==> config.mk <==
export PLATFORM = sky130hd
export DESIGN_NAME = plc_top
export DESIGN_NICKNAME = d
export VERILOG_FILES = /design/src/design/plc_pkg.sv /design/src/design/plc_decode.sv /design/src/design/plc_top.sv
export SDC_FILE = /design/constraint.sdc
export NUM_CORES = 1
export LEC_CHECK = 0
export ABC_AREA = 1
export BUFFER_PORTS_ARGS = -buffer_cell sky130_fd_sc_hd__buf_2
export CAP_MARGIN = 25
export CORE_AREA = 2 2 147 149
export CTS_CLUSTER_DIAMETER = 50
export DETAILED_ROUTE_END_ITERATION = 6
export DIE_AREA = 0 0 149 151
export HOLD_SLACK_MARGIN = 0.08
export PLACE_DENSITY = 0.67
export SYNTH_ARGS = -nofsm -noshare
export SYNTH_HDL_FRONTEND = slang
export SYNTH_SLANG_ARGS = --single-unit
export TNS_END_PERCENT = 20
==> constraint.sdc <==
create_clock -name clk_sys -period 5.01 [get_ports clk_sys]
set_input_delay 1.2525 -clock clk_sys [delete_from_list [all_inputs] [get_ports clk_sys]]
set_output_delay 1.2525 -clock clk_sys [all_outputs]
set_load 0.1 [all_outputs]
==> src/design/plc_pkg.sv <==
// Package for the partition label level-3 control block.
// Assumes one 25 MHz clock and a synchronous active-low warm reset.
package plc_pkg;

  // Privilege level encodings
  localparam logic [1:0] LVL0 = 2'h0;
  localparam logic [1:0] LVL1 = 2'h1;
  localparam logic [1:0] LVL2 = 2'h2;
  localparam logic [1:0] LVL3 = 2'h3;

  // Level-1 label register encoding
  localparam logic [1:0] ENC_OP0 = 2'h3;
  localparam logic [2:0] ENC_OP1 = 3'h0;
  localparam logic [3:0] ENC_CRN = 4'hA;
  localparam logic [3:0] ENC_CRM = 4'h5;
  localparam logic [2:0] ENC_OP2 = 3'h0;
  // Level-3 label register encoding differs only in op1
  localparam logic [2:0] ENC_OP1_L3 = 3'h6;

  // Exception class for label register traps
  localparam logic [5:0] TRAP_CLASS = 6'h18;
  // Nested-virtualization memory offset
  localparam logic [11:0] NESTED_MEM_OFFSET = 12'h900;
  localparam logic [2:0] NESTED_ALL_SET = 3'h7;

  // Level-3 register field positions
  localparam int unsigned BIT_ENABLE = 63;
  localparam int unsigned BIT_TRAP_LOWER = 62;
  localparam int unsigned BIT_SEC_DEFAULT = 61;
  localparam int unsigned BIT_FORCE_NONSEC = 60;
  localparam int unsigned BIT_HIER_EN = 57;
  localparam int unsigned BIT_HIER_FORCE = 56;
  localparam int unsigned BIT_L3_SPACE = 55;

  // Reset values
  localparam logic RST_ENABLE = 1'h0;
  localparam logic RST_TRAP_LOWER = 1'h1;

  // Access outcome
  typedef enum logic [2:0]
  {
    ACT_NONE,
    ACT_UNDEF,
    ACT_TRAP_L3,
    ACT_TRAP_L2,
    ACT_NESTED_MEM,
    ACT_REG_L1,
    ACT_REG_L2,
    ACT_REG_L3
  } plc_action_type;

  // Access request from pipeline
  typedef struct packed
  {
    logic valid;
    logic write;
    logic [1:0] op0;
    logic [2:0] op1;
    logic [3:0] crn;
    logic [3:0] crm;
    logic [2:0] op2;
    logic [1:0] level;
    logic [63:0] wdata;
  } plc_req_type;

  // Outcome returned to pipeline
  typedef struct packed
  {
    logic valid;
    plc_action_type action;
    logic [1:0] target_level;
    logic [5:0] exc_class;
    logic [11:0] mem_offset;
    logic [63:0] rdata;
  } plc_resp_type;

  // Level-3 control fields
  typedef struct packed
  {
    logic enable;
    logic trap_lower;
    logic sec_default;
    logic force_nonsec;
    logic hier_en;
    logic hier_force;
    logic l3_space;
  } plc_ctrl_type;

endpackage : plc_pkg

==> src/design/plc_decode.sv <==
// Access decision for the level-1 and level-3 label register encodings.
// Assumes pipeline signals are in the same clock domain; purely combinational.
`timescale 1ns/1ns
module plc_decode
(
  input wire plc_pkg::plc_req_type req,
  input wire logic has_level3,
  input wire logic level2_enabled,
  input wire logic partition_present,
  input wire logic trap_lower,
  input wire logic trap_level1_label_access,
  input wire logic [2:0] nested_virt_bits,
  input wire logic host_extension_bit,
  input wire logic halted,
  input wire logic secure_debug_disable,
  output plc_pkg::plc_action_type action
);

  logic hit_l1;
  logic hit_l3;
  logic hit_common;

  // RL1: encoding decode
  assign hit_common = req.op0 == plc_pkg::ENC_OP0 && req.crn == plc_pkg::ENC_CRN &&
    req.crm == plc_pkg::ENC_CRM && req.op2 == plc_pkg::ENC_OP2;
  assign hit_l1 = hit_common && req.op1 == plc_pkg::ENC_OP1;
  assign hit_l3 = hit_common && req.op1 == plc_pkg::ENC_OP1_L3;

  // Priority tree mirrors the architectural access order
  always_comb
  begin
    action = plc_pkg::ACT_NONE;
    if (req.valid && hit_l3)
    begin
      // RL9: level-3 only, feature present
      action = (partition_present && req.level == plc_pkg::LVL3) ? plc_pkg::ACT_REG_L3 : plc_pkg::ACT_UNDEF;
    end
    else if (req.valid && hit_l1)
    begin
      if (!partition_present)
        action = plc_pkg::ACT_UNDEF;
      // RL2: level 0 undefined
      else if (req.level == plc_pkg::LVL0)
        action = plc_pkg::ACT_UNDEF;
      // RL8: level 3 direct
      else if (req.level == plc_pkg::LVL3)
        action = plc_pkg::ACT_REG_L1;
      // RL3: trap lower to level 3
      else if (has_level3 && trap_lower)
      begin
        // RL4: halted secure debug undef
        // RL12: lower levels forced trap
        action = (halted && secure_debug_disable) ? plc_pkg::ACT_UNDEF : plc_pkg::ACT_TRAP_L3;
      end
      else if (req.level == plc_pkg::LVL1)
      begin
        // RL5: trap to level 2
        if (level2_enabled && trap_level1_label_access)
          action = plc_pkg::ACT_TRAP_L2;
        // RL6: nested virtualization redirect
        else if (level2_enabled && nested_virt_bits == plc_pkg::NESTED_ALL_SET)
          action = plc_pkg::ACT_NESTED_MEM;
        else
          action = plc_pkg::ACT_REG_L1;
      end
      else
      begin
        // RL7: host extension alias
        action = host_extension_bit ? plc_pkg::ACT_REG_L2 : plc_pkg::ACT_REG_L1;
      end
    end
  end

endmodule : plc_decode

==> src/design/plc_top.sv <==
// Level-3 partition label control register and label-register access gate.
// Assumes the pipeline presents one request per cycle and holds write data
// with it; level-1/level-2 register bodies outside are fed via write ports.
`timescale 1ns/1ns

// Functional notes
// RL1: Decode level-1 label encoding op0 3, op1 0, CRn 10, CRm 5, op2 0.
// RL2: Level-0 access to level-1 label register is undefined.
// RL3: Levels 1 and 2 trap to level 3 class 0x18 when trap-lower set.
// RL4: Halted with secure debug disable makes that trap undefined instead.
// RL5: Level 1 traps to level 2 when level-2 trap bit set.
// RL6: Level 1 nested bits 111 redirect to memory offset 0x900.
// RL7: Level 2 with host extension accesses level-2 register instead.
// RL8: Level 3 always accesses level-1 register directly.
// RL9: Level-3 register is 64 bits, undefined when feature absent.
// RL10: Bit 63 is one storage bit shared by all label registers.
// RL11: Enable 0 outputs default labels everywhere; resets to 0.
// RL12: Trap-lower forces lower-level direct accesses to level 3; resets 1.
// RL13: Secure-default forces partition and group zero in Secure state.
// RL14: Force-non-secure sets the non-secure label bit in Secure state.
// RL15: Force-non-secure may read as one if zero unsupported.
// RL16: Hierarchical enable lets level-2 space controls choose lower spaces.
// RL17: Hierarchical enable 0: force bit picks lower-level space.
// RL18: Level-3 space select picks primary or alternative for level 3.
// RL19: Hierarchical enable 1: level-2 select picks level-2 space.
// RL20: Reserved and unsupported fields read zero, ignore writes.
module plc_top
#(
  parameter bit HAS_LEVEL3 = 1'b1,
  parameter bit HAS_LEVEL2 = 1'b1,
  parameter bit PARTITION_PRESENT = 1'b1,
  parameter bit HAS_SEC_DEFAULT = 1'b1,
  parameter bit HAS_FORCE_NONSEC = 1'b1,
  parameter bit NS_ZERO_OK = 1'b1,
  parameter bit HAS_ALT_SPACE = 1'b1,
  parameter bit L3_SPACE_RESET = 1'b0
)
(
  input wire logic clk_sys,
  input wire logic rst_n,
  input wire plc_pkg::plc_req_type req,
  output plc_pkg::plc_resp_type resp,
  input wire logic level2_enabled,
  input wire logic trap_level1_label_access,
  input wire logic [2:0] nested_virt_bits,
  input wire logic host_extension_bit,
  input wire logic halted,
  input wire logic secure_debug_disable,
  input wire logic [62:0] level1_label_low,
  input wire logic [62:0] level2_label_low,
  output logic level1_write,
  output logic level2_write,
  output logic [62:0] label_wdata_low,
  input wire logic secure_state,
  input wire logic [1:0] exec_level,
  input wire logic level2_space_select,
  output logic labels_enabled,
  output logic force_default_label,
  output logic nonsecure_label_bit,
  output logic level3_alt_space,
  output logic lower_alt_space,
  output logic level2_alt_space
);

  // Whole block state in one struct
  typedef struct packed
  {
    plc_pkg::plc_ctrl_type ctrl;
    plc_pkg::plc_resp_type resp;
    logic l1_wr;
    logic l2_wr;
    logic [62:0] wdata;
  } plc_state_type;

  plc_state_type st_q;
  plc_state_type st_d;
  plc_pkg::plc_action_type action;

  // Read image of the level-3 register, reserved bits zero
  function automatic logic [63:0] plc_l3_image(input plc_pkg::plc_ctrl_type c);
    logic [63:0] v;
    v = 64'h0;
    v[plc_pkg::BIT_ENABLE] = c.enable;
    v[plc_pkg::BIT_TRAP_LOWER] = c.trap_lower;
    v[plc_pkg::BIT_SEC_DEFAULT] = c.sec_default;
    v[plc_pkg::BIT_FORCE_NONSEC] = c.force_nonsec;
    v[plc_pkg::BIT_HIER_EN] = c.hier_en;
    v[plc_pkg::BIT_HIER_FORCE] = c.hier_force;
    v[plc_pkg::BIT_L3_SPACE] = c.l3_space;
    return v;
  endfunction : plc_l3_image

  plc_decode u_decode
  (
    .req(req),
    .has_level3(HAS_LEVEL3),
    .level2_enabled(level2_enabled),
    .partition_present(PARTITION_PRESENT),
    .trap_lower(st_q.ctrl.trap_lower),
    .trap_level1_label_access(trap_level1_label_access),
    .nested_virt_bits(nested_virt_bits),
    .host_extension_bit(host_extension_bit),
    .halted(halted),
    .secure_debug_disable(secure_debug_disable),
    .action(action)
  );

  // Next-state: register writes and registered response
  always_comb
  begin
    st_d = st_q;
    st_d.l1_wr = 1'b0;
    st_d.l2_wr = 1'b0;
    st_d.resp = '0;
    st_d.resp.valid = req.valid && action != plc_pkg::ACT_NONE;
    st_d.resp.action = action;
    unique case (action)
      plc_pkg::ACT_NONE,
      plc_pkg::ACT_UNDEF:
      begin
      end
      plc_pkg::ACT_TRAP_L3:
      begin
        // RL3: trap class to level 3
        st_d.resp.target_level = plc_pkg::LVL3;
        st_d.resp.exc_class = plc_pkg::TRAP_CLASS;
      end
      plc_pkg::ACT_TRAP_L2:
      begin
        // RL5: trap class to level 2
        st_d.resp.target_level = plc_pkg::LVL2;
        st_d.resp.exc_class = plc_pkg::TRAP_CLASS;
      end
      plc_pkg::ACT_NESTED_MEM:
      begin
        // RL6: memory offset handed back
        st_d.resp.mem_offset = plc_pkg::NESTED_MEM_OFFSET;
        st_d.resp.rdata = req.wdata;
      end
      plc_pkg::ACT_REG_L1,
      plc_pkg::ACT_REG_L2:
      begin
        // RL10: shared enable bit 63
        st_d.resp.rdata = {st_q.ctrl.enable,
          (action == plc_pkg::ACT_REG_L2) ? level2_label_low : level1_label_low};
        if (req.write)
        begin
          st_d.ctrl.enable = req.wdata[plc_pkg::BIT_ENABLE];
          st_d.wdata = req.wdata[62:0];
          // RL7: alias write to level 2
          st_d.l2_wr = action == plc_pkg::ACT_REG_L2 && HAS_LEVEL2;
          st_d.l1_wr = action == plc_pkg::ACT_REG_L1;
        end
      end
      plc_pkg::ACT_REG_L3:
      begin
        // RL9: level-3 register access
        st_d.resp.rdata = plc_l3_image(st_q.ctrl);
        if (req.write)
        begin
          st_d.ctrl.enable = req.wdata[plc_pkg::BIT_ENABLE];
          st_d.ctrl.trap_lower = req.wdata[plc_pkg::BIT_TRAP_LOWER];
          // RL20: unsupported fields stay zero
          st_d.ctrl.sec_default = HAS_SEC_DEFAULT & req.wdata[plc_pkg::BIT_SEC_DEFAULT];
          // RL15: read-as-one when zero impossible
          st_d.ctrl.force_nonsec = HAS_FORCE_NONSEC & (req.wdata[plc_pkg::BIT_FORCE_NONSEC] | ~NS_ZERO_OK);
          st_d.ctrl.hier_en = HAS_ALT_SPACE & req.wdata[plc_pkg::BIT_HIER_EN];
          st_d.ctrl.hier_force = HAS_ALT_SPACE & req.wdata[plc_pkg::BIT_HIER_FORCE];
          st_d.ctrl.l3_space = HAS_ALT_SPACE & req.wdata[plc_pkg::BIT_L3_SPACE];
        end
      end
    endcase
  end

  // Warm reset; optional fields given fixed values rather than unknown
  always_ff @(posedge clk_sys)
  begin
    if (!rst_n)
    begin
      st_q <= '0;
      // RL11: enable resets to 0
      st_q.ctrl.enable <= plc_pkg::RST_ENABLE;
      // RL12: trap-lower resets to 1
      st_q.ctrl.trap_lower <= plc_pkg::RST_TRAP_LOWER;
      st_q.ctrl.force_nonsec <= HAS_FORCE_NONSEC & ~NS_ZERO_OK;
      // RL18: implementation reset value
      st_q.ctrl.l3_space <= HAS_ALT_SPACE & L3_SPACE_RESET;
    end
    else
    begin
      st_q <= st_d;
    end
  end

  assign resp = st_q.resp;
  assign level1_write = st_q.l1_wr;
  assign level2_write = st_q.l2_wr;
  assign label_wdata_low = st_q.wdata;

  // Label generation controls
  // RL11: default labels when disabled
  assign labels_enabled = st_q.ctrl.enable;
  // RL13: secure default forces zero
  assign force_default_label = !st_q.ctrl.enable || (secure_state && st_q.ctrl.sec_default);
  // RL14: non-secure bit in Secure state
  assign nonsecure_label_bit = secure_state ? st_q.ctrl.force_nonsec : 1'b1;
  // RL18: level-3 space
  assign level3_alt_space = exec_level == plc_pkg::LVL3 && st_q.ctrl.l3_space;
  // RL16: lower levels follow level-2 control when enabled
  // RL17: force bit rules otherwise
  assign lower_alt_space = st_q.ctrl.hier_en ? level2_space_select : st_q.ctrl.hier_force;
  // RL19: level-2 select under hierarchical enable
  assign level2_alt_space = st_q.ctrl.hier_en ? level2_space_select : st_q.ctrl.hier_force;

endmodule : plc_top

==> results, run 1 <==
- By area, the combinational part of the netlist is dominated by simple AND/OR/NAND/NOR gates.
- The sequential cell fraction of total power is 43.6%.
- The routability congestion estimate from global placement is 0.8080.
- The HPWL after detailed placement is 17210 um.
- The number of antenna violations at the first check in global routing is 0.
- During synthesis, Yosys emitted a total of 0 warnings.
- In this run the static leakage power is 4.904 nW.
- After floorplanning, the core was divided into 53 placement rows.
- The maximum level of the CTS H-tree is 4.
- After detailed routing, the number of vias per cell comes to 4.490.
- After clock tree synthesis, the flow added hold-fix buffers numbering 0.
- The final layout contains routed wiring with a total length of 23470 um.
- The detail-routed net length per standard cell is 14.09 um.
- IR analysis of the VDD net gives a maximum drop of 0.1971 mV.
- The smallest clock period supported by the final layout is computed as 3.553 ns.
- The kind of path behind the tightest hold check is flip-flop to flip-flop.
- The peak clock frequency supported by timing is 281.4 MHz.
- The via count of the first global-routing pass was 6987.
- The flow ran to the end, and the final reports show no timing, DRC or antenna violations.
- In this design, the largest share of critical-path delay is due to simple AND/OR/NAND/NOR gates.
- The first-pass iteration count of the detailed router is 5.
- The finished layout holds 1666 standard cells, fillers aside.
- The die area is 22500 sq um.
- Setup violations remaining at the end of the flow were counted as 0.
- In the post-route analysis, the smallest setup slack over all paths is 1.457 ns.
- The total instance count after detailed placement is 1634.
- The number of I/O pins is 383.
- The depth of the critical timing path with buffers and inverters included is 13.
- Of the total synthesized cell area, the portion taken by XOR and XNOR cells is 0%.
- The compound-cell area share of the yosys netlist is 9.389%.
- The number of buffers and inverters on the critical path is 3.
- The final hold violation count is 0.
- In this run the tightest slew margin relative to its limit is 49.18%.
- Of the available clock period, the critical path in the final layout requires 70.93%.
- The fraction of the mapped netlist area in simple logic gates is 27.51%.
- The filler cells instantiated in the layout total 2218.
- Of the total power, the share spent switching nets is 26.96%.
- The initial detailed-routing violation count is 301.
- The detail route stage leaves a number of antenna-violating nets equal to 0.
- Of the total synthesized cell area, the portion taken by full adders, half adders and majority gates is 0%.
- The placed standard-cell area is 8728 sq um.
- The cell internal power dissipation is 1.903 mW.
- The post-cts resize count is 0.
- The summed instance area of the synthesized netlist is 7849 sq um.
- The synthesized netlist contains 30 unique library cells.
- The number of antenna cells inserted is 0.
- The library cell used as clock root buffer is sky130_fd_sc_hd__clkbuf_16.
- The share of synthesized area spent on multiplexers is 0%.
- In this run the power density over the cells is 280.2 nW/um^2.
- The count of final max-slew check failures is 0.
- Data arrives at the worst endpoint at 3.84 ns.
- The dominant cell type by area after synthesis is sky130_fd_sc_hd__dfxtp_1.
- The endpoint type of the worst setup path is a flip-flop.
- The tightest hold path in the finished design has a slack of 0.4754 ns.
- The initial utilization of the core area, before any placement, comes to 37.69%.
- For this design, the sink count on the clock tree is 143.
- The clock input transition at the sequential cells of the worst setup and hold paths is 0.06 ns.
- The combinational cell fraction of total power is 8.6%.
- Of all nets on the critical path, the largest fanout is 64.
- The number of cells on the worst reg-to-reg path is 12.
- Each instance of the synthesized netlist takes up on average 6.697 sq um.
- The total global-route track usage is 20.13%.
- After detailed routing, the number of remaining DRC violations is 0.
- Prior to clock tree synthesis, the placed netlist has a worst setup slack of 0.9836 ns.
- The wire length of the first global-routing pass is 35350 um.
- The startpoint type of the worst setup path is an input pin.
- For the pin with the worst max-slew slack, the measured transition is 0.7596 ns.
- The number of cells on the worst hold path is 2.
- Counting every instance in the synthesized netlist gives 1172.
- The analysis attributes to net switching a power of 0.7023 mW.
- The synthesized flop and latch total is 143.
- At the end of the flow, the number of nets in the layout was 1602.
- The chip height is 151 um.
- The finished cells cover 9299 sq um.
- The number of buffers inserted to repair setup after CTS is 0.
- The area share of the largest cell type after synthesis is 36.47%.
- The required time of the critical path is 5.30 ns.
- For this run, the share of the core covered by cells in the final layout is 44.66%.
- The proportion of layout cells with a drive suffix above 1 is 31.34%.
- The chip width is 149 um.
- The sum of negative setup slack is 0 ns.
- The core box area is 20820 sq um.
- At the later pin of the worst-skew pair, clock insertion delay measures 0.42 ns.
- For this design, the slowest cell found on the critical path is sky130_fd_sc_hd__inv_4.
- The worst clock skew is 0.007925 ns.
- The count of buffers added on input and output ports is 368.
- Yosys attributes the largest share of cell area to sky130_fd_sc_hd__dfxtp_1 36%, sky130_fd_sc_hd__buf_4 16%, sky130_fd_sc_hd__nand2_1 12%.
- The total overflow reported by the global router is 0.
- Detailed routing inserted a total of 7480 vias.
- The maximum clock insertion buffer count is 2.
- The maximum cell stage delay along the critical path is 0.74 ns.
- The post-synthesis sequential area ratio is 36.47%.
- The area growth from synthesis to layout is 18.48%.
- The final total power is 2.605 mW.
- The setup path with the least slack is of type input pin to flip-flop.
- The pin count of the biggest net entering global routing is 70.
- The signal on the critical path passes through buf_2 > nand2_2 > inv_2 > nor3_4 > nand2_1 > nor2_1 > nor2_2 > nor2_8 > nand2_2 > inv_4 > nand2_1 > nand3_1 > a21oi_1.
- The number of clock buffers added by TritonCTS is 17.
- The clock network is responsible for 47.8% of the overall power.
- Setup repair after global routing left no endpoint under its margin.
- Max-cap violations in this run came to 0.
- TritonCTS built the clock tree.
registers in the layout, indices dropped and copies added (netlist names):
signal and count:
label_wdata_low 63, level1_write 1, st_q 6, level2_write 1, labels_enabled 1, resp 71
worst paths after layout:
path / slack, ns / from / end
worst max-delay path: 1.46 / req[64] / resp[3]$_SDFF_PN0_
worst min-delay path: 0.48 / label_wdata_low[44]$_SDFFE_PN0P_ / label_wdata_low[44]$_SDFFE_PN0P_
worst max register to register: 2.09 / st_q[158]$_SDFFE_PN1P_ / resp[3]$_SDFF_PN0_
worst min register to register: 0.48 / label_wdata_low[44]$_SDFFE_PN0P_ / label_wdata_low[44]$_SDFFE_PN0P_
power groups by stage:
stage / sequential [mW] / combinational [mW] / clock, mW
after floorplan: 1.16 / 0.118 / 0
after global placement: 1.16 / 0.225 / 0
after detailed placement: 1.16 / 0.225 / 0
after CTS: 1.14 / 0.226 / 1.27
after global routing: 1.14 / 0.250 / 1.32
final: 1.14 / 0.225 / 1.24
cells by family after synthesis:
| family | after synthesis |
|---|---|
| flip-flops | 143 |
| other | 1 |
| AND/OR/NAND/NOR | 512 |
| buffers and inverters | 370 |
| AO/OA/AOI/OAI | 146 |
area by class of cell:
type,instances,area [sq um],area share [%]
multi-input combinational,672,2949,31.71
sequential,143,2863,30.79
timing repair buffer,376,1934,20.80
inverter,168,638.1,6.862
clock buffer,19,452.9,4.871
tap,275,344.1,3.700
clock inverter,13,117.6,1.265
tightest hold or removal path, cell delays in order (launching register included):
cell                      delay (ns)
sky130_fd_sc_hd__dfxtp_1        0.32
sky130_fd_sc_hd__nor2_1         0.04
sky130_fd_sc_hd__nor2_1         0.08
synthesized netlist by cell type, drive strengths merged:
cell type,n
a21oi,77
and3,1
buf,183
clkbuf,19
conb,1
dfxtp,143
inv,168
nand2,257
nand3,82
nand4,4
nor2,162
nor3,5
nor4,1
o211ai,1
o21ai,68
cells in the final DEF (no fill, tap or decap), drive strengths merged:
cell type / n
and3: 1
inv: 177
buf: 376
nand4: 4
a21oi: 77
conb: 14
nand2: 257
nor2: 162
nand3: 82
clkbuf: 19
dfxtp: 143
nor4: 1
clkinv: 1
nor3: 5
o211ai: 1
clkinvlp: 3
o21ai: 68
per-layer routing:
layer  GRT usage (%)  vias to the layer above  part of all wire, %
met1           23.65                     3354                   41
met4           6.143                        0                  1.7
met5               0                        -                    0
li1                -                     3816                    -
met2           36.20                      287                   50
met3           4.940                       23                  7.2
Note: power is estimated with default switching activity, not from simulation.
==> run 2, diff against run 1 <==
--- a/config.mk
+++ b/config.mk
@@ -8,12 +8,12 @@
 export ABC_AREA = 1
 export BUFFER_PORTS_ARGS = -buffer_cell sky130_fd_sc_hd__buf_2
 export CAP_MARGIN = 25
-export CORE_AREA = 2 2 147 149
+export CORE_AREA = 2 2 149 151
 export CTS_CLUSTER_DIAMETER = 50
 export DETAILED_ROUTE_END_ITERATION = 6
-export DIE_AREA = 0 0 149 151
+export DIE_AREA = 0 0 151 153
 export HOLD_SLACK_MARGIN = 0.08
-export PLACE_DENSITY = 0.67
+export PLACE_DENSITY = 0.66
 export SYNTH_ARGS = -nofsm -noshare
 export SYNTH_HDL_FRONTEND = slang
 export SYNTH_SLANG_ARGS = --single-unit
==> constraint.sdc (replaced) <==
create_clock -name clk_sys -period 3.4 [get_ports clk_sys]
set_input_delay 0.85 -clock clk_sys [delete_from_list [all_inputs] [get_ports clk_sys]]
set_output_delay 0.85 -clock clk_sys [all_outputs]
set_load 0.1 [all_outputs]
==> run 2 against run 1 <==
Net effect:
- utilization fell by 0.77 points
- combinational power rose by 46%
- flip-flop and latch count did not move
- non-clock buffer count rose by 5
- clock power rose by 66%
- sequential power rose by 46%
- clock skew rose by 0.0057 ns
- largest cell class unchanged
- critical path depth rose by 2
==> results, run 2 (synthesis results as in run 1) <==
- The run finished with clean final reports.
- The reported max-cap violation count is 0.
- VDD sags by at most 0.2854 mV.
- Across the routed clock network, the largest skew measured is 0.01361 ns.
- The placed wire-length estimate is 17270 um.
- TritonCTS built the clock tree.
- The net switching power figure is 0.9965 mW.
- The tightest hold margin is 0.4755 ns.
- The number of setup buffers added after CTS is 0.
- Row generation in the floorplan step produced 54 rows.
- Of the total power, the share spent switching nets is 24.51%.
- The total CTS buffers is 17.
- Timing would allow up to 397.8 MHz.
- Summing over every cut layer, the via total after detailed routing is 7511.
- The count of hold buffers inserted by post-cts repair is 0.
- The first-pass iteration count of the detailed router is 4.
- In the layout the commonest cells are 368 x sky130_fd_sc_hd__buf_2, 252 x sky130_fd_sc_hd__nand2_1, 159 x sky130_fd_sc_hd__inv_1.
- The startpoint of the worst setup timing path is req[75].
- The launch instance of the worst min-delay path is st_q[156]$_SDFFE_PN0P_.
- The clock net in this run drives a total of 143 sinks.
- The remaining antenna violation count is 0.
- Combinational logic burns 8.1% of the power.
- The repair_antennas step left the layout with diodes totalling 0.
- STA classifies the critical path startpoint as an input pin.
- Entering global routing, the biggest net connects 65 pins.
- The clock latency of the later-clocked register in the worst-skew pair is 0.42 ns.
- Cells with a size suffix above 1 make up 31.52% of the layout.
- The detail-routed net length per standard cell is 13.91 um.
- The worst setup path is captured at a flip-flop.
- Setup repair after global routing left no endpoint under its margin.
- The vias per cell is 4.482.
- The maximum fanout encountered on the critical timing path is 34.
- The analysis attributes to cell leakage a power of 4.972 nW.
- The wire length of the first global-routing pass is 35180 um.
- After floorplanning, the core was sized to cover 21490 sq um.
- The startpoint of the most critical register-to-register path is st_q[158]$_SDFFE_PN1P_.
- In this run the vertical extent of the chip is 153 um.
- The worst slack at placement is 0.4714 ns.
- During placement, the flow inserted port buffers numbering 368.
- Relative to the synthesized area, the layout overhead comes to 20.15%.
- Dividing total power by cell area gives a power density of 431.0 nW/um^2.
- The maximum clock insertion buffer count is 2.
- Data arrives at the worst endpoint at 2.85 ns.
- The die area is 23100 sq um.
- The number of I/O pins is 383.
- The count of final max-slew check failures is 0.
- The transition time at the pin with the least slew margin is 0.5615 ns.
- The via count of the first global-routing pass is 6935.
- Once the floorplan was initialized, standard cells occupied 36.53% of the core.
- For this run, the number of standard cells in the final layout without fillers is 1676.
- Setup total negative slack on the finished layout was measured at 0 ns.
- The headroom to the max-slew limit is 62.56%.
- The final hold violation count is 0.
- The total global-route track usage is 19.46%.
- Clock-pin slew was measured on the worst setup and hold paths at 0.07 ns.
- The path class of the tightest hold or removal check is flip-flop to flip-flop.
- The total overflow reported by the global router is 0.
- By startpoint and endpoint, the worst setup path is classified as input pin to flip-flop.
- The post-cts resize count is 0.
- After detailed routing, the total wire length is 23320 um.
- The maximum level of the CTS H-tree is 4.
- Per report_power, the clock group accounts for 50.7% of the total.
- Setup violations remaining at the end of the flow were counted as 0.
- The library cell used most frequently in the layout, excluding fill and tap cells, is sky130_fd_sc_hd__buf_2.
- The library cell used as clock root buffer is sky130_fd_sc_hd__clkbuf_16.
- Counting I/O delays and the setup requirement, the final critical path takes 2.514 ns.
- The required time of the critical path is 3.74 ns.
- The final layout net count is 1607.
- The die is 151 um wide.
- The congestion estimate from routability-driven global placement came to 0.8469.
- The post-route core utilization is 43.89%.
- The initial detailed-routing violation count is 330.
- The worst-case setup margin in the final layout is 0.8859 ns.
- The cell internal power dissipation is 3.068 mW.
- The share of total power dissipated in sequential elements is 41.2%.
- The number of flip-flops in the largest register is 71.
- The post-route fraction of the period consumed by the critical path is 73.94%.
- The number of antenna violations at the first check in global routing is 1.
- In the routed design, unresolved DRC markers number 0.
- The number of placed instances, taps included, is 1644.
## run 2: cell count changes in the layout (fill, tap and decap cells not counted), sizes merged
cell      delta
buf          +5
clkinvlp     -2
clkinv       +1
inv          -3
bufinv       +4
## run 2: area by class of cell
type                       count  area (sq um)
multi-input combinational    672          2949
inverter                     168         638.1
fill                        2279         12060
tap                          280         350.3
sequential                   143          2863
clock buffer                  19         442.9
clock inverter                13         197.7
timing repair buffer         381          1989
## run 2: worst paths after layout
path	endpoint	slack, ns	cells past startpoint
setup / recovery	resp[0]$_SDFF_PN0_	0.89	15
hold / removal	st_q[156]$_SDFFE_PN0P_	0.48	2
setup reg to reg	resp[0]$_SDFF_PN0_	1.18	12
hold reg to reg	st_q[156]$_SDFFE_PN0P_	0.48	2
## run 2: power by group through the flow
stage / Clock, mW / Sequential [mW] / Combinational (mW)
after global routing: 2.17 / 1.67 / 0.364
after floorplan: 0 / 1.71 / 0.174
after CTS: 2.11 / 1.67 / 0.329
after global placement: 0 / 1.71 / 0.327
final: 2.06 / 1.67 / 0.328
after detailed placement: 0 / 1.71 / 0.327
## run 2: per-layer routing
layer	up-vias	GRT usage, %	wire length [um]
met2	311	34.05	11370
met1	3327	22.64	9502
met5	-	0	11
li1	3832	-	-
met4	2	7.165	524
met3	39	5.104	1911
## run 2: through the flow
step	area (sq um)	total power [mW]
finish	9430	4.065
global placement	8790	2.040
CTS	9430	4.111
floorplan	7898	1.887
global route	9430	4.209
detailed placement	8790	2.040
## run 2: critical path: stages
cell                      delay (ns)
sky130_fd_sc_hd__buf_2          0.11
sky130_fd_sc_hd__inv_1          0.08
sky130_fd_sc_hd__nand2_1        0.06
sky130_fd_sc_hd__nor2_1         0.10
sky130_fd_sc_hd__nand2_1        0.06
sky130_fd_sc_hd__nor2_1         0.13
sky130_fd_sc_hd__nand2_1        0.08
sky130_fd_sc_hd__nor2_1         0.12
sky130_fd_sc_hd__nor2_2         0.08
sky130_fd_sc_hd__nor2_8         0.14
sky130_fd_sc_hd__nand2_2        0.13
sky130_fd_sc_hd__nand2_4        0.12
sky130_fd_sc_hd__buf_4          0.38
sky130_fd_sc_hd__nand3_1        0.22
sky130_fd_sc_hd__a21oi_1        0.17
==> run 3, diff against run 2 <==
==> constraint.sdc (replaced) <==
create_clock -name clk_sys -period 2.6 [get_ports clk_sys]
set_input_delay 0.65 -clock clk_sys [delete_from_list [all_inputs] [get_ports clk_sys]]
set_output_delay 0.65 -clock clk_sys [all_outputs]
set_load 0.1 [all_outputs]
==> run 3 against run 2 <==
Net effect:
- final area up 1.2%
- worst hold slack worse by 0.0032 ns
- first-iteration DRC count rose by 13%
- largest power group unchanged
- cell count increased by 0.48%
==> results, run 3 (synthesis results as in run 1) <==
- The run finished with clean final reports.
- The worst setup path is captured at a flip-flop.
- Of the total power, registers draw 42.6%.
- Measured against its own limit, the worst slew margin works out to 65.19%.
- The start-to-end type of the worst setup path is input pin to flip-flop.
- The count of hold buffers inserted by post-cts repair is 0.
- The net switching power figure is 1.318 mW.
- The wire-length estimate of the detail-placed layout is 17500 um.
- Cell internal power was estimated by the tool at 3.819 mW.
- The most common cell after layout, fill and taps aside is sky130_fd_sc_hd__buf_2.
- The total CTS buffers is 17.
- The count of final max-slew check failures is 0.
- The post-cts resize count is 0.
- The end point of the critical path is resp[8]$_SDFF_PN0_.
- The peak clock frequency supported by timing is 449.2 MHz.
- The kind of path behind the tightest hold check is input pin to flip-flop.
- The final hold violation count came to 0.
- The total detailed-routing wirelength is 24110 um.
- The remaining antenna violation count is 0.
- The final total power is 5.136 mW.
- Global routing finished with a remaining overflow of 0.
- The routability congestion estimate from global placement is 0.8898.
- The number of I/O pins is 383.
- The first-pass iteration count of the detailed router is 5.
- The number of flip-flops in the largest register is 71.
- The total of endpoints with negative setup slack in the final report is 0.
- The total global-route track usage is 20.36%.
- The clock latency of the later-clocked register in the worst-skew pair is 0.43 ns.
- The total instance count after detailed placement is 1652.
- The power density of the placed cells is 537.9 nW/um^2.
- For the final database, setup skew stands at 0.01412 ns.
- The combinational cell fraction of total power is 8.5%.
- The chip width is 151 um.
- The number of cells on the worst reg-to-reg path is 13.
- No sink is reached through more buffers than the 2 on the longest clock path.
- Relative to the synthesized area, the layout overhead comes to 21.65%.
- Setup repair after global routing left no endpoint under its margin.
- The via count of the first global-routing pass is 7185.
- Tracing the worst setup path back leads to its startpoint at req[64].
- TritonCTS built the clock tree.
- The post-route fraction of the period consumed by the critical path is 85.62%.
- Per report_power, the clock group accounts for 48.9% of the total.
- The worst path in the final design needs a cycle of 2.226 ns, including I/O delays and setup.
- The detailed router finished its first iteration with 373 violations.
- VDD sags by at most 0.4207 mV.
- The number of buffers added on ports is 368.
- In this run the critical register-to-register path is captured at resp[8]$_SDFF_PN0_.
- Of all nets on the critical path, the largest fanout is 32.
- The proportion of layout cells with a drive suffix above 1 is 31.98%.
- The count of cells in the finished layout, fillers not included, comes to 1684.
- Across the run, the number of max-cap violations was 0.
- The die area is 23100 sq um.
- The vias per cell is 4.523.
- The worst path arrival time is 2.52 ns.
- The library cell used as clock root buffer is sky130_fd_sc_hd__clkbuf_16.
- After clock tree synthesis, the clock-pin slew on the worst setup and hold paths is 0.07 ns.
- The number of setup buffers added after CTS is 0.
- The chip height is 153 um.
- The number of antenna violations at the first check in global routing is 0.
- The starting density of the core is 36.53%.
- Leaving out fill and tap cells, the most frequent cells in the layout are 368 x sky130_fd_sc_hd__buf_2, 252 x sky130_fd_sc_hd__nand2_1, 159 x sky130_fd_sc_hd__inv_1.
- For this run, design rule violations remaining after detail routing come to 0.
- Entering global routing, the biggest net connects 70 pins.
- The core box area is 21490 sq um.
- The startpoint identified for the worst register-to-register timing path is st_q[158]$_SDFFE_PN1P_.
- For this design, the sink count on the clock tree is 143.
- The floorplan has 54 rows.
- The detail-routed net length per standard cell is 14.31 um.
- The transition time at the pin with the least slew margin is 0.5258 ns.
- The required time of the critical path is 2.90 ns.
- The number of antenna cells inserted is 0.
- The wire length of the first global-routing pass is 36610 um.
- The final layout net count is 1615.
- The switching power share of the total is 25.66%.
- For this design the static power due to leakage is 5.013 nW.
- Setup slack on the worst reg-to-reg path comes out at 0.45 ns.
- The clock tree synthesis step divided the H-tree into 4 levels.
- STA classifies the critical path startpoint as an input pin.
- The via count is 7616.
[run 3: cell count changes in the layout (fill, tap and decap cells not counted)]
cell / before / now
sky130_fd_sc_hd__buf_12: 4 / 12
sky130_fd_sc_hd__inv_6: 7 / 8
sky130_fd_sc_hd__o21ai_1: 2 / 1
sky130_fd_sc_hd__o21ai_2: 0 / 1
sky130_fd_sc_hd__clkinv_4: 2 / 0
sky130_fd_sc_hd__bufinv_16: 4 / 2
sky130_fd_sc_hd__clkinvlp_4: 1 / 4
[run 3: final cells by class]
class                           instances  area, sq um
Clock buffer                           19        442.9
Fill cell                            2246        11940
Multi-Input combinational cell        672         2953
Inverter                              168        638.1
Clock inverter                         13        151.4
Sequential cell                       143         2863
Timing Repair Buffer                  389         2150
Tap cell                              280        350.3
[run 3: routing by layer]
metal  GRT usage (%)  wire length, um  vias to the layer above
li1                -                -                     3843
met1           24.37             9936                     3441
met2           36.06            11950                      305
met3           4.537             1830                       27
met4           6.142              392                        0
met5               0                0                        -
[run 3: worst min-delay path by stage]
stage / depth (start not counted) / startpoint / slack [ns] / end
after floorplan: 2 / st_q[156]$_SDFFE_PN0P_ / 0.44 / st_q[156]$_SDFFE_PN0P_
after global placement: 2 / label_wdata_low[31]$_SDFFE_PN0P_ / 0.46 / label_wdata_low[31]$_SDFFE_PN0P_
after detailed placement: 2 / label_wdata_low[41]$_SDFFE_PN0P_ / 0.47 / label_wdata_low[41]$_SDFFE_PN0P_
after CTS: 3 / req[45] / 0.47 / resp[45]$_SDFF_PN0_
after global routing: 3 / req[32] / 0.47 / resp[32]$_SDFF_PN0_
final: 3 / req[38] / 0.47 / resp[38]$_SDFF_PN0_
[run 3: metrics by stage]
stage / util [%] / cell area, sq um / hold slack (ns) / setup WS [ns] / TNS [ns]
5_1_grt: 44.44 / 9548 / 0.4688 / 0.1900 / 0
6_report: 44.44 / 9548 / 0.4723 / 0.3738 / 0
3_3_place_gp: 41.67 / 8954 / 0.4563 / 0.003148 / 0
2_1_floorplan: - / 7901 / 0.4443 / 0.1693 / 0
4_1_cts: 44.44 / 9548 / 0.4652 / 0.4104 / 0
3_5_place_dp: 41.67 / 8954 / 0.4655 / -0.02293 / -0.2142
[run 3: critical path, stage by stage]
cell	delay, ns
sky130_fd_sc_hd__buf_2	0.12
sky130_fd_sc_hd__nand2_2	0.11
sky130_fd_sc_hd__inv_2	0.09
sky130_fd_sc_hd__nor3_4	0.19
sky130_fd_sc_hd__nand2_1	0.11
sky130_fd_sc_hd__nand2_1	0.09
sky130_fd_sc_hd__nand2_1	0.09
sky130_fd_sc_hd__nor2_1	0.17
sky130_fd_sc_hd__nand2_2	0.18
sky130_fd_sc_hd__inv_4	0.21
sky130_fd_sc_hd__buf_12	0.24
sky130_fd_sc_hd__nand2_1	0.09
sky130_fd_sc_hd__nand3_1	0.09
sky130_fd_sc_hd__a21oi_1	0.07
[run 3: power by group through the flow]
stage	logic, mW	clock network, mW	registers, mW
after CTS	0.435	2.57	2.19
after global placement	0.433	0	2.24
final	0.435	2.51	2.19
after detailed placement	0.433	0	2.24
after global routing	0.480	2.65	2.19
after floorplan	0.228	0	2.24
